`src/rtl/uart_regs_pkg.sv`:
```
/*
 * Constants of the UART register map: offsets of the eight locations,
 * field positions, masks of the enhanced-gated bits, reset values and
 * the page key.
 * Assumes an 8-bit host bus with three address lines.
 */
`default_nettype none

package uart_regs_pkg;

	// ************************************************************
	// Bus widths
	// ************************************************************
	localparam int ADDR_W = 3;
	localparam int DATA_W = 8;
	localparam int PIN_W  = 14; // Select, read, write, address, data

	// ************************************************************
	// Register offsets (A2..A0)
	// ************************************************************
	localparam logic [2:0] OFS_HOLD        = 3'h0;
	localparam logic [2:0] OFS_DIV_LOW     = 3'h0;
	localparam logic [2:0] OFS_INTEN       = 3'h1;
	localparam logic [2:0] OFS_DIV_HIGH    = 3'h1;
	localparam logic [2:0] OFS_INTST       = 3'h2;
	localparam logic [2:0] OFS_ENH         = 3'h2;
	localparam logic [2:0] OFS_LCTL        = 3'h3;
	localparam logic [2:0] OFS_MCTL        = 3'h4;
	localparam logic [2:0] OFS_RESUME_ONE  = 3'h4;
	localparam logic [2:0] OFS_LSTAT       = 3'h5;
	localparam logic [2:0] OFS_RESUME_TWO  = 3'h5;
	localparam logic [2:0] OFS_MSTAT       = 3'h6;
	localparam logic [2:0] OFS_PAUSE_ONE   = 3'h6;
	localparam logic [2:0] OFS_SCRATCH     = 3'h7;
	localparam logic [2:0] OFS_PAUSE_TWO   = 3'h7;

	// ************************************************************
	// Fields, page key and gated bit masks
	// ************************************************************
	localparam int         DIV_ACCESS_BIT  = 7;
	localparam int         ENH_ENABLE_BIT  = 4;
	localparam logic [7:0] ENH_PAGE_KEY    = 8'hbf;
	localparam logic [7:0] INTEN_EXT_MASK  = 8'hf0;
	localparam logic [7:0] INTST_EXT_MASK  = 8'h30;
	localparam logic [7:0] QCTL_EXT_MASK   = 8'h30;
	localparam logic [7:0] MCTL_EXT_MASK   = 8'he0;
	localparam logic [7:0] MSTAT_EXT_MASK  = 8'hf0;
	localparam logic [7:0] BYTE_ZERO       = 8'h00;

	// ************************************************************
	// Reset values
	// ************************************************************
	localparam logic [7:0] INTEN_RESET     = 8'h00;
	localparam logic [7:0] QCTL_RESET      = 8'h00;
	localparam logic [7:0] LCTL_RESET      = 8'h00;
	localparam logic [7:0] MCTL_RESET      = 8'h00;
	localparam logic [7:0] SCRATCH_RESET   = 8'h00;
	localparam logic [7:0] DIV_RESET       = 8'h00;
	localparam logic [7:0] ENH_RESET       = 8'h00;
	localparam logic [7:0] FLOW_CHAR_RESET = 8'h00;
	localparam logic [7:0] EXTRA_RESET     = 8'h00;
	localparam logic [7:0] IRWIDTH_RESET   = 8'h00;

	// ************************************************************
	// Identity codes (values arbitrary)
	// ************************************************************
	localparam logic [7:0] REVISION_VALUE  = 8'h01; // Arbitrary value
	localparam logic [7:0] IDENT_VALUE     = 8'h5a; // Arbitrary value

endpackage

`default_nettype wire
```
`src/rtl/host_pins_if.sv`:
```
/*
 * Carrier for the host bus pins after synchronisation.
 * Assumes one clock; the source side is the pin synchroniser.
 */
`timescale 1ns/1ps
`default_nettype none

interface host_pins_if;
	logic       sel;    // Chip selected
	logic       rd;     // Read strobe active
	logic       wr;     // Write strobe active
	logic [2:0] addr;
	logic [7:0] data;

	modport source
	(
		output sel, rd, wr, addr, data
	);
	modport sink
	(
		input  sel, rd, wr, addr, data
	);
endinterface

`default_nettype wire

```
`src/rtl/pin_sync.sv`:
```
/*
 * Two-flop synchroniser for the asynchronous host bus pins; the
 * active-low strobes are turned to active-high at the output of the second stage.
 * Assumes the pins are stable long enough to be seen at 200 MHz.
 */
`timescale 1ns/1ps
`default_nettype none

module pin_sync
	import uart_regs_pkg::*;
(
	input  wire logic              clk_i,
	input  wire logic              rst_n_i,
	input  wire logic [PIN_W-1:0]  pins_i,
	host_pins_if.source            bus
);

	logic [PIN_W-1:0] stage_one;
	logic [PIN_W-1:0] stage_two;

	// Only the second stage reads the first one
	always_ff @(posedge clk_i)
	if (!rst_n_i)
	begin
		stage_one <= {3'h7, 11'h000};
		stage_two <= {3'h7, 11'h000};
	end
	else
	begin
		stage_one <= pins_i;
		stage_two <= stage_one;
	end

	// Pin order: cs_n, rd_n, wr_n, addr[2:0], data[7:0]
	assign bus.sel  = ~stage_two[13];
	assign bus.rd   = ~stage_two[12];
	assign bus.wr   = ~stage_two[11];
	assign bus.addr = stage_two[10:8];
	assign bus.data = stage_two[7:0];

endmodule

`default_nettype wire

```
`src/rtl/uart_register_map.sv`:
```
/*
 * Address decode and register map of an 8-bit-bus UART: base page,
 * divisor page and enhanced page, with enhanced-gated fields.
 * Assumes the serial core sits on the same clock and supplies the
 * receive byte and the status bytes; host pins are asynchronous.
 */
`timescale 1ns/1ps
`default_nettype none

module uart_register_map
	import uart_regs_pkg::*;
(
	input  wire logic        clk_i,
	input  wire logic        rst_n_i,
	// Host bus pins
	input  wire logic        cs_n_i,
	input  wire logic        rd_n_i,
	input  wire logic        wr_n_i,
	input  wire logic [2:0]  addr_i,
	input  wire logic [7:0]  data_i,
	output logic      [7:0]  data_o,
	output logic             data_oe_n_o,
	// From the serial core
	input  wire logic [7:0]  rx_data_i,
	input  wire logic [7:0]  int_status_i,
	input  wire logic [7:0]  line_status_i,
	input  wire logic [7:0]  modem_status_i,
	// Register contents towards the serial core
	output logic      [7:0]  interrupt_enable_o,
	output logic      [7:0]  queue_control_o,
	output logic      [7:0]  line_control_o,
	output logic      [7:0]  modem_control_o,
	output logic      [7:0]  scratch_pad_o,
	output logic      [7:0]  baud_divisor_low_o,
	output logic      [7:0]  baud_divisor_high_o,
	output logic      [7:0]  enhanced_feature_o,
	output logic      [7:0]  resume_char_one_o,
	output logic      [7:0]  resume_char_two_o,
	output logic      [7:0]  pause_char_one_o,
	output logic      [7:0]  pause_char_two_o,
	output logic      [7:0]  extra_feature_o,
	output logic      [7:0]  infrared_pulse_width_o,
	// Transmit byte and access pulses towards the serial core
	output logic      [7:0]  transmit_holding_o,
	output logic             transmit_write_o,
	output logic             queue_control_write_o,
	output logic             receive_read_o,
	output logic             int_status_read_o,
	output logic             line_status_read_o,
	output logic             modem_status_read_o
);

	// ************************************************************
	// Pin synchronisation
	// ************************************************************
	host_pins_if pins ();

	pin_sync u_pin_sync
	(
		.clk_i   (clk_i),
		.rst_n_i (rst_n_i),
		.pins_i  ({cs_n_i, rd_n_i, wr_n_i, addr_i, data_i}),
		.bus     (pins.source)
	);

	// ************************************************************
	// Register state
	// ************************************************************
	logic [7:0] int_en, q_ctl, line_ctl, mdm_ctl, scratch;
	logic [7:0] div_lo, div_hi, enh_feat, extra, ir_width;
	logic [7:0] res_one, res_two, pau_one, pau_two;

	// Strobe tracking
	logic       wr_act_q, rd_act_q;
	logic [2:0] wr_addr_q;
	logic [7:0] wr_data_q;

	// ************************************************************
	// Strobe decode
	// ************************************************************
	logic wr_act, rd_act, wr_commit, rd_start;

	// A write is taken when its strobe ends, so data is settled by then
	assign wr_act    = pins.sel & pins.wr;
	assign rd_act    = pins.sel & pins.rd;
	assign wr_commit = wr_act_q & ~wr_act;
	assign rd_start  = rd_act & ~rd_act_q;

	// ************************************************************
	// Page decode
	// ************************************************************
	logic base_page, div_page, enh_page, ext_on, div_zero;

	assign base_page = ~line_ctl[DIV_ACCESS_BIT];
	assign enh_page  = (line_ctl == ENH_PAGE_KEY);
	assign div_page  = line_ctl[DIV_ACCESS_BIT] & ~enh_page;
	assign ext_on    = enh_feat[ENH_ENABLE_BIT];
	assign div_zero  = (div_lo == BYTE_ZERO)
	                 & (div_hi == BYTE_ZERO);

	// ************************************************************
	// Write decode
	// ************************************************************
	logic [7:0] wr_hit;
	logic       wr_tx_hold, wr_div_lo, wr_div_hi, wr_int_en, wr_q_ctl;
	logic       wr_enh_feat, wr_line_ctl, wr_mdm_ctl, wr_res_one;
	logic       wr_extra, wr_res_two, wr_ir_width, wr_pau_one;
	logic       wr_scratch, wr_pau_two;

	// One-hot location of the write being committed, in the cycle after its strobe ends
	assign wr_hit      = wr_commit ? (8'h01 << wr_addr_q) : 8'h00;
	assign wr_tx_hold  = wr_hit[OFS_HOLD] & base_page;
	assign wr_div_lo   = wr_hit[OFS_DIV_LOW] & div_page;
	assign wr_div_hi   = wr_hit[OFS_DIV_HIGH] & div_page;
	assign wr_int_en   = wr_hit[OFS_INTEN] & base_page;
	assign wr_q_ctl    = wr_hit[OFS_INTST] & base_page;
	assign wr_enh_feat = wr_hit[OFS_ENH] & enh_page;
	assign wr_line_ctl = wr_hit[OFS_LCTL];
	assign wr_mdm_ctl  = wr_hit[OFS_MCTL] & base_page;
	assign wr_res_one  = wr_hit[OFS_RESUME_ONE] & enh_page;
	assign wr_extra    = wr_hit[OFS_LSTAT] & base_page & ext_on;
	assign wr_res_two  = wr_hit[OFS_RESUME_TWO] & enh_page;
	assign wr_ir_width = wr_hit[OFS_MSTAT] & base_page & ext_on;
	assign wr_pau_one  = wr_hit[OFS_PAUSE_ONE] & enh_page;
	assign wr_scratch  = wr_hit[OFS_SCRATCH] & base_page;
	assign wr_pau_two  = wr_hit[OFS_PAUSE_TWO] & enh_page;

	// Gated bits of a write are dropped while the enable bit is zero
	logic [7:0] int_en_in, q_ctl_in, mdm_ctl_in;
	logic       enh_drop;

	assign int_en_in  = ext_on ? wr_data_q
	                           : (wr_data_q & ~INTEN_EXT_MASK);
	assign q_ctl_in   = ext_on ? wr_data_q
	                           : (wr_data_q & ~QCTL_EXT_MASK);
	assign mdm_ctl_in = ext_on ? wr_data_q
	                           : (wr_data_q & ~MCTL_EXT_MASK);
	assign enh_drop   = wr_enh_feat & ~wr_data_q[ENH_ENABLE_BIT];

	// ************************************************************
	// Read multiplexer
	// ************************************************************
	logic [7:0] read_word [0:7];
	logic [7:0] read_value, int_en_view, int_st_view, mctl_view, mst_view;

	// Gated fields read as zero while extensions are off
	assign int_en_view = ext_on ? int_en
	                            : (int_en & ~INTEN_EXT_MASK);
	assign int_st_view = ext_on ? int_status_i
	                            : (int_status_i & ~INTST_EXT_MASK);
	assign mctl_view   = ext_on ? mdm_ctl
	                            : (mdm_ctl & ~MCTL_EXT_MASK);
	assign mst_view    = ext_on ? modem_status_i
	                            : (modem_status_i & ~MSTAT_EXT_MASK);

	// Extra feature and pulse width are write-only: no read path here
	assign read_word[OFS_HOLD] =
		base_page ? rx_data_i :
		div_page  ? (div_zero ? REVISION_VALUE : div_lo) :
		BYTE_ZERO;
	assign read_word[OFS_INTEN] =
		base_page ? int_en_view :
		div_page  ? (div_zero ? IDENT_VALUE : div_hi) :
		BYTE_ZERO;
	assign read_word[OFS_INTST] =
		base_page ? int_st_view :
		enh_page  ? enh_feat : BYTE_ZERO;
	assign read_word[OFS_LCTL] = line_ctl;
	assign read_word[OFS_MCTL] =
		base_page ? mctl_view :
		enh_page  ? res_one : BYTE_ZERO;
	assign read_word[OFS_LSTAT] =
		base_page ? line_status_i :
		enh_page  ? res_two : BYTE_ZERO;
	assign read_word[OFS_MSTAT] =
		base_page ? mst_view :
		enh_page  ? pau_one : BYTE_ZERO;
	assign read_word[OFS_SCRATCH] =
		base_page ? scratch :
		enh_page  ? pau_two : BYTE_ZERO;

	assign read_value = read_word[pins.addr];

	// ************************************************************
	// Strobe tracking
	// ************************************************************
	// Address and data are sampled while the write strobe is active, then held
	always_ff @(posedge clk_i)
	if (!rst_n_i)
	begin
		wr_act_q  <= 1'b0;
		rd_act_q  <= 1'b0;
		wr_addr_q <= 3'h0;
		wr_data_q <= BYTE_ZERO;
	end
	else
	begin
		wr_act_q <= wr_act;
		rd_act_q <= rd_act;
		if (wr_act)
		begin
			wr_addr_q <= pins.addr;
			wr_data_q <= pins.data;
		end
	end

	// ************************************************************
	// Base page registers
	// ************************************************************
	// Clearing the enable bit also clears the gated bits it guards
	always_ff @(posedge clk_i)
	if (!rst_n_i)
	begin
		int_en   <= INTEN_RESET;
		q_ctl    <= QCTL_RESET;
		line_ctl <= LCTL_RESET;
		mdm_ctl  <= MCTL_RESET;
		scratch  <= SCRATCH_RESET;
	end
	else
	begin
		if (wr_int_en)
			int_en <= int_en_in;
		else if (enh_drop)
			int_en <= int_en & ~INTEN_EXT_MASK;
		if (wr_q_ctl)
			q_ctl <= q_ctl_in;
		else if (enh_drop)
			q_ctl <= q_ctl & ~QCTL_EXT_MASK;
		if (wr_mdm_ctl)
			mdm_ctl <= mdm_ctl_in;
		else if (enh_drop)
			mdm_ctl <= mdm_ctl & ~MCTL_EXT_MASK;
		if (wr_line_ctl)
			line_ctl <= wr_data_q;
		if (wr_scratch)
			scratch <= wr_data_q;
	end

	// ************************************************************
	// Divisor and enhanced page registers
	// ************************************************************
	always_ff @(posedge clk_i)
	if (!rst_n_i)
	begin
		div_lo   <= DIV_RESET;
		div_hi   <= DIV_RESET;
		enh_feat <= ENH_RESET;
		res_one  <= FLOW_CHAR_RESET;
		res_two  <= FLOW_CHAR_RESET;
		pau_one  <= FLOW_CHAR_RESET;
		pau_two  <= FLOW_CHAR_RESET;
	end
	else
	begin
		if (wr_div_lo)
			div_lo <= wr_data_q;
		if (wr_div_hi)
			div_hi <= wr_data_q;
		if (wr_enh_feat)
			enh_feat <= wr_data_q;
		if (wr_res_one)
			res_one <= wr_data_q;
		if (wr_res_two)
			res_two <= wr_data_q;
		if (wr_pau_one)
			pau_one <= wr_data_q;
		if (wr_pau_two)
			pau_two <= wr_data_q;
	end

	// ************************************************************
	// Write-only extension registers
	// ************************************************************
	// Contents stay put when the enable bit drops; the core must
	// qualify them with the enable bit itself
	always_ff @(posedge clk_i)
	if (!rst_n_i)
	begin
		extra    <= EXTRA_RESET;
		ir_width <= IRWIDTH_RESET;
	end
	else
	begin
		if (wr_extra)
			extra <= wr_data_q;
		if (wr_ir_width)
			ir_width <= wr_data_q;
	end

	// ************************************************************
	// Access pulses and transmit byte
	// ************************************************************
	// Reads fire once at the start of the strobe, not every cycle
	always_ff @(posedge clk_i)
	if (!rst_n_i)
	begin
		transmit_holding_o    <= BYTE_ZERO;
		transmit_write_o      <= 1'b0;
		queue_control_write_o <= 1'b0;
		receive_read_o        <= 1'b0;
		int_status_read_o     <= 1'b0;
		line_status_read_o    <= 1'b0;
		modem_status_read_o   <= 1'b0;
	end
	else
	begin
		if (wr_tx_hold)
			transmit_holding_o <= wr_data_q;
		transmit_write_o      <= wr_tx_hold;
		queue_control_write_o <= wr_q_ctl;
		receive_read_o        <= rd_start & base_page
		                         & (pins.addr == OFS_HOLD);
		int_status_read_o     <= rd_start & base_page
		                         & (pins.addr == OFS_INTST);
		line_status_read_o    <= rd_start & base_page
		                         & (pins.addr == OFS_LSTAT);
		modem_status_read_o   <= rd_start & base_page
		                         & (pins.addr == OFS_MSTAT);
	end

	// ************************************************************
	// Host data bus drive
	// ************************************************************
	// Enable is active low: the bus is driven while a read is active
	always_ff @(posedge clk_i)
	if (!rst_n_i)
	begin
		data_o      <= BYTE_ZERO;
		data_oe_n_o <= 1'b1;
	end
	else
	begin
		data_o      <= rd_act ? read_value : BYTE_ZERO;
		data_oe_n_o <= ~rd_act;
	end

	// ************************************************************
	// Register contents to the core
	// ************************************************************
	assign interrupt_enable_o     = int_en;
	assign queue_control_o        = q_ctl;
	assign line_control_o         = line_ctl;
	assign modem_control_o        = mdm_ctl;
	assign scratch_pad_o          = scratch;
	assign baud_divisor_low_o     = div_lo;
	assign baud_divisor_high_o    = div_hi;
	assign enhanced_feature_o     = enh_feat;
	assign resume_char_one_o      = res_one;
	assign resume_char_two_o      = res_two;
	assign pause_char_one_o       = pau_one;
	assign pause_char_two_o       = pau_two;
	assign extra_feature_o        = extra;
	assign infrared_pulse_width_o = ir_width;

endmodule

`default_nettype wire

```
`config.mk`:
```
export PLATFORM = sky130hd
export DESIGN_NAME = uart_register_map
export DESIGN_NICKNAME = d
export VERILOG_FILES = /design/src/rtl/uart_regs_pkg.sv /design/src/rtl/host_pins_if.sv /design/src/rtl/pin_sync.sv /design/src/rtl/uart_register_map.sv
export SDC_FILE = /design/constraint.sdc
export NUM_CORES = 1
export LEC_CHECK = 0
export BUFFER_PORTS_ARGS = -buffer_cell sky130_fd_sc_hd__buf_2
export CAP_MARGIN = 20
export CORE_ASPECT_RATIO = 0.7
export CORE_MARGIN = 2
export CORE_UTILIZATION = 46
export DETAILED_ROUTE_END_ITERATION = 12
export HOLD_SLACK_MARGIN = 0.15
export PLACE_DENSITY = 0.73
export SYNTH_ARGS = -nofsm -noshare
export SYNTH_HDL_FRONTEND = slang
export SYNTH_SLANG_ARGS = --single-unit
```
`constraint.sdc`:
```
create_clock -name clk_i -period 1.7 [get_ports clk_i]
set_clock_uncertainty 0.05 [all_clocks]
set_input_delay 0.085 -clock clk_i [delete_from_list [all_inputs] [get_ports clk_i]]
set_output_delay 0.085 -clock clk_i [all_outputs]
set_load 0.03 [all_outputs]
```
==> results of run 1 <==
[layer usage]
layer	vias up	global-route usage, %	wire, um
li1	3251	-	-
met1	3323	40.2	11600
met2	349	42.7	11000
met3	28	5.84	2130
met4	0	5.88	409
met5	-	0	0
[area by class of cell]
| type | instances | area (sq um) | area share, % |
|---|---|---|---|
| clock inverter | 14 | 189 | 1.70 |
| sequential | 176 | 3550 | 32.0 |
| multi-input combinational | 506 | 4050 | 36.4 |
| clock buffer | 18 | 439 | 3.96 |
| tap | 225 | 282 | 2.54 |
| inverter | 4 | 15.0 | 0.135 |
| timing repair buffer | 358 | 2570 | 23.2 |
[logic make-up after synthesis]
logic type | Yosys count | share of synthesized area [%]
and+or+nand+nor | 291 | 23.0
DFF | 176 | 46.4
muxes | 118 | 17.7
AOI/OAI and AO/OA | 97 | 9.46
buffers and inverters | 61 | 3.40
[per-stage QoR]
step	setup slack [ns]	area [sq um]	hold slack, ns	util, %	total power, mW
after floorplan	-0.207	7670	0.117	-	4.45
after global placement	-0.167	9530	0.220	58.6	4.59
after detailed placement	-0.196	9530	0.221	58.6	4.59
after CTS	-0.121	10800	0.155	66.2	8.73
after global routing	-0.220	11100	0.167	68.3	8.96
final	-0.156	11100	0.176	68.3	8.70
[power by group]
| group | internal [mW] | switching (mW) | leakage, nW |
|---|---|---|---|
| Combinational | 0.223 | 0.180 | 2.81 |
| Clock | 2.30 | 1.83 | 0.308 |
| Sequential | 4.15 | 0.0165 | 1.43 |
[worst paths after layout]
| check | start | end | slack, ns |
|---|---|---|---|
| worst min-delay path | int_status_i[2] | data_o[2] | 0.18 |
| worst max register to register | u_pin_sync.stage_two[9] | data_o[6] | -0.16 |
| worst max-delay path | u_pin_sync.stage_two[9] | data_o[6] | -0.16 |
| worst min register to register | u_pin_sync.stage_one[11] | u_pin_sync.stage_two[11] | 0.37 |
[flip-flops by register name, summed over array words and instances, names as in the netlist, 3 cells and up]
signal and flops:
extra_feature_o 8, resume_char_one_o 8, u_pin_sync.stage_two 14, interrupt_enable_o 8, baud_divisor_low_o 8, baud_divisor_high_o 8
wr_data_q 8, wr_addr_q 3, enhanced_feature_o 8, pause_char_two_o 8, queue_control_o 8, line_control_o 8
modem_control_o 8, pause_char_one_o 8, scratch_pad_o 8, resume_char_two_o 8, infrared_pulse_width_o 8, transmit_holding_o 8
data_o 8, u_pin_sync.stage_one 14
[worst max-delay path: stages (launching register included)]
cell,delay (ns)
dfxtp_4,0.38
buf_12,0.12
buf_8,0.15
mux2i_1,0.24
nor3_1,0.09
a31oi_1,0.18
a31oi_1,0.16
or3_1,0.36
[layout by cell type (no fill, tap or decap), types with 7 or more instances in the layout]
cell type	synthesis	final
nand2b_1	15	13
nor2_1	11	10
buf_4	0	114
clkbuf_16	0	18
o21ai_0	15	15
a21boi_0	28	14
mux4_2	13	13
dfxtp_1	176	159
dlygate4sd3_1	0	25
nor3_4	7	10
a32oi_1	10	9
buf_6	2	22
nand3_1	10	8
nand2_2	0	7
and2_1	26	25
nor2b_1	104	103
inv_8	0	7
dfxtp_2	0	13
buf_12	0	13
nand2_1	72	65
buf_2	11	181
a21boi_1	1	13
mux2i_1	104	103
[repair_timing]
action	4_1_cts	5_1_grt
cloned	1	2
pin swaps	24	34
buffers inserted	24	19
resized for setup	42	54
hold buffers	23	2
hold endpoints to repair	21	1
endpoints found under the setup margin	105	78
==> impl_metrics.tcl, run 1 <==
set metrics [dict create \
    firstDrtPassIters 5 \
    yosysMostFrequentCell "dfxtp_1" \
    gp_congestion 0.878 \
    die_h_um 111 \
    min_path_type "in -> reg" \
    tritoncts "built" \
    required_ns 1.97 \
    core_area_sq_um 16200 \
    fin_crit_ns 1.86 \
    antenna_left 0 \
    fillers 1251 \
    min_period_over_period_pct 109 \
    numCtsBuffers 17 \
    violations "setup timing" \
    critPathArrivalTime_ns 2.13 \
    final_cells 1301 \
    synthCells 743 \
    rsz0062_at_grt "true" \
    cts_root_buffer "clkbuf_16" \
    grt_max_degree 164 \
    synth-seq-cells 176 \
    ys.flop_type "dfxtp_1" \
    synthArstFlopShare_pct 0 \
    die_area_sq_um 17600 \
    hpwl_um 16900 \
    power.leakage_nw 4.55 \
    drc 0 \
    row_count 39 \
    syn-num-nets 791 \
    area_growth_pct 46.2 \
    dp.cells 1202 \
    syn-cell-area_sq_um 7590 \
    ys_warn_count 0 \
    fin_setup_tns_ns -3.19 \
    overflow 0 \
    end_kind "flip-flop" \
    antenna_cells 0 \
    synth.area.top_cells "dfxtp_1 46%, mux2i_1 14%, nor2b_1 8.6%" \
    clkLatencyLatePin_ns 0.44 \
    worstRegToRegCells 7 \
    max-vdd-ir-drop_mv 0.839 \
    antenna_found_initial 0 \
    synth_edf_count 0 \
    drive_above_1_share_pct 42.2 \
    clkTransAtPathRegs_ns 0.07 \
    avgSynthCellArea_sq_um 10.2 \
    io_buffers 182 \
    ys_types 54 \
    fmax_ghz 0.539 \
    finalHoldViolations 0 \
    grt_use_total_pct 27.7 \
    initial_core_util_pct 46.7 \
    htree_levels 4 \
    setup_viol 43 \
    drt_iter0_markers 533 \
    worst_pin_slew_ns 0.613 \
    synthTopCellsByCount "176 x dfxtp_1, 104 x mux2i_1, 104 x nor2b_1" \
    critical_path_class "reg -> reg" \
    io-pin-count 183 \
    wl_um 25100 \
    grt_pass1_wl_um 36800 \
    min_path_cells 4 \
    synth.largest_area_cell "dfxtp_1" \
    slew_headroom_pct 59.2 \
    finalNetCount 1111 \
    grt_pass1_vias 6564 \
    worst_slack_ns -0.156 \
    ys_seq_area_share_pct 46.4 \
    max-cap-violations 0 \
    slew_violations 0 \
    vias_per_cell 5.34 \
    synth_top_area_share_pct 46.4 \
    cts_num_sinks 176 \
    p_per_area_nw_per_um2 784 \
    routedWlPerCell_um 19.3 \
    status "finished with violations" \
    cts_buffer_depth 2 \
    cp_max_fo 15 \
    cp-start-kind "flip-flop" \
    die_x_um 158 \
    num_vias 6951 \
]
(Power assumes the default switching activity.)
==> run 2: changes to the inputs <==
Settings changed: SYNTH_HIERARCHICAL set to 1.
==> impl_metrics.tcl, run 2 <==
set metrics [dict create \
    syn-num-nets 812 \
    synth_edf_count 0 \
    ys_warn_count 6 \
    routedWlPerCell_um 19.3 \
    avgSynthCellArea_sq_um 10.0 \
    cts_num_sinks 176 \
    clkLatencyLatePin_ns 0.43 \
    required_ns 1.97 \
    vias_per_cell 5.38 \
    min_period_over_period_pct 110 \
    firstDrtPassIters 5 \
    largest_registers "u_pin_sync/stage_one x14, u_pin_sync/stage_two x14" \
    ys_types 57 \
    end_kind "flip-flop" \
    cp-start-kind "flip-flop" \
    final_cells 1265 \
    netSwitchingFraction_pct 22.6 \
    die_area_sq_um 17700 \
    switchingPower_mw 1.97 \
    synthArstFlopShare_pct 0 \
    power_frac_clock_pct 47.6 \
    grt_use_total_pct 27.7 \
    min_path_type "in -> reg" \
    yosysMostFrequentCell "dfxtp_1" \
    cts_buffer_depth 2 \
    synthCells 764 \
    ys_seq_area_share_pct 46.0 \
    fin_area_sq_um 10700 \
    drc 0 \
    pre_cts_slack_ns -0.176 \
    wl_um 24400 \
    clkTransAtPathRegs_ns 0.07 \
    slew_violations 0 \
    synth_top_area_share_pct 46.0 \
    syn-cell-area_sq_um 7660 \
    critical_path_class "reg -> reg" \
    ys.flop_type "dfxtp_1" \
    grt_max_degree 162 \
    drive_above_1_share_pct 41.2 \
    fmax_ghz 0.535 \
    max-vdd-ir-drop_mv 0.752 \
    final_common_cell "buf_2" \
    die_x_um 158 \
    antenna_left 0 \
    gp_congestion 0.930 \
    synthTopCellsByCount "176 x dfxtp_1, 103 x mux2i_1, 99 x nor2b_1" \
    dp.cells 1207 \
    dpl-instance-area_sq_um 9570 \
    finalHoldViolations 0 \
    core_area_sq_um 16300 \
    grt_pass1_vias 6326 \
    p_total_mw 8.69 \
    setup_viol 81 \
    mostFrequentLayoutCells "181 x buf_2, 160 x dfxtp_1, 99 x mux2i_1" \
    worst_slack_ns -0.169 \
    synth.area.top_cells "dfxtp_1 46%, mux2i_1 13%, nor2b_1 8.1%" \
    grt_pass1_wl_um 37000 \
    die_h_um 112 \
    initial_core_util_pct 47.0 \
    final_core_util_pct 65.5 \
    io_buffers 182 \
    tritoncts "built" \
    overflow 0 \
    synth.largest_area_cell "dfxtp_1" \
    area_growth_pct 39.3 \
    critPathArrivalTime_ns 2.14 \
    cp_max_fo 8 \
    comb_power_share_pct 4.6 \
    drt_iter0_markers 627 \
    synth-seq-cells 176 \
    hpwl_um 17200 \
    status "finished with violations" \
    p_seq_share_pct 47.8 \
    rsz0062_at_grt "true" \
    io-pin-count 183 \
    fin_crit_ns 1.87 \
    max-cap-violations 0 \
    row_count 39 \
    numCtsBuffers 17 \
    cts_root_buffer "clkbuf_16" \
    p_int_mw 6.73 \
    antenna_found_initial 1 \
    htree_levels 4 \
    slew_headroom_pct 61.5 \
    worst_pin_slew_ns 0.577 \
    p_per_area_nw_per_um2 814 \
    num_vias 6807 \
    finalNetCount 1074 \
    fillers 1318 \
    violations "setup timing" \
    power.leakage_nw 4.54 \
]
-- run 2: path summary, 6_finish.rpt --
kind | start | end | slack [ns] | cells past startpoint
max reg2reg | line_control_o[6] | resume_char_one_o[1] | -0.17 | 5
max | line_control_o[6] | resume_char_one_o[1] | -0.17 | 5
min | rx_data_i[5] | data_o[5] | 0.17 | 5
min reg2reg | u_pin_sync/stage_one[13] | u_pin_sync/stage_two[13] | 0.36 | 1
-- run 2: power by group through the flow --
stage,sequential [mW],combinational [mW],clock [mW]
after floorplan,4.24,0.220,0
after global placement,4.25,0.347,0
after detailed placement,4.25,0.345,0
after CTS,4.15,0.388,4.20
after global routing,4.15,0.425,4.37
final,4.15,0.400,4.14
-- run 2: cell type report --
cell class	instances	area [sq um]	area share, %
timing repair buffer	316	2200	20.6
antenna	1	2.50	0.0234
clock buffer	17	425	3.98
clock inverter	15	199	1.86
multi-input combinational	508	3970	37.2
sequential	176	3570	33.4
tap	225	282	2.64
inverter	7	26.3	0.246
-- run 2: per-layer routing --
layer | wire length, um | track usage [%]
met3 | 2120 | 6.93
met2 | 10500 | 39.9
met4 | 413 | 7.81
met1 | 11400 | 41.0
met5 | 0 | 0
-- run 2: timing repair --
| item | CTS | global route |
|---|---|---|
| setup endpoints to repair | 94 | 110 |
| hold buffers | 18 | 0 |
| gates resized for setup | 45 | 31 |
| hold endpoints to repair | 22 | 0 |
| pin swaps | 6 | 10 |
| cloned | 1 | 0 |
| buffers inserted | 5 | 5 |
-- run 2: per-stage QoR --
step	setup TNS [ns]	hold slack [ns]
floorplan	-4.22	0.131
global placement	-4.93	0.219
detailed placement	-7.43	0.217
CTS	-6.64	0.154
global route	-11.03	0.191
finish	-6.31	0.167
-- run 2: cell families after synthesis --
| group | count (synthesis) | synth area share [%] |
|---|---|---|
| compound gates | 114 | 10.6 |
| buf+inv | 80 | 4.85 |
| flops | 176 | 46.0 |
| mux | 115 | 17.0 |
| simple gates | 279 | 21.6 |
-- run 2: critical path, cell delays in order (launching register included) --
cell and delay, ns:
dfxtp_4 0.34, and4b_2 0.38, nand3_4 0.12, or4_4 0.61
mux2i_1 0.19, nor2b_1 0.07
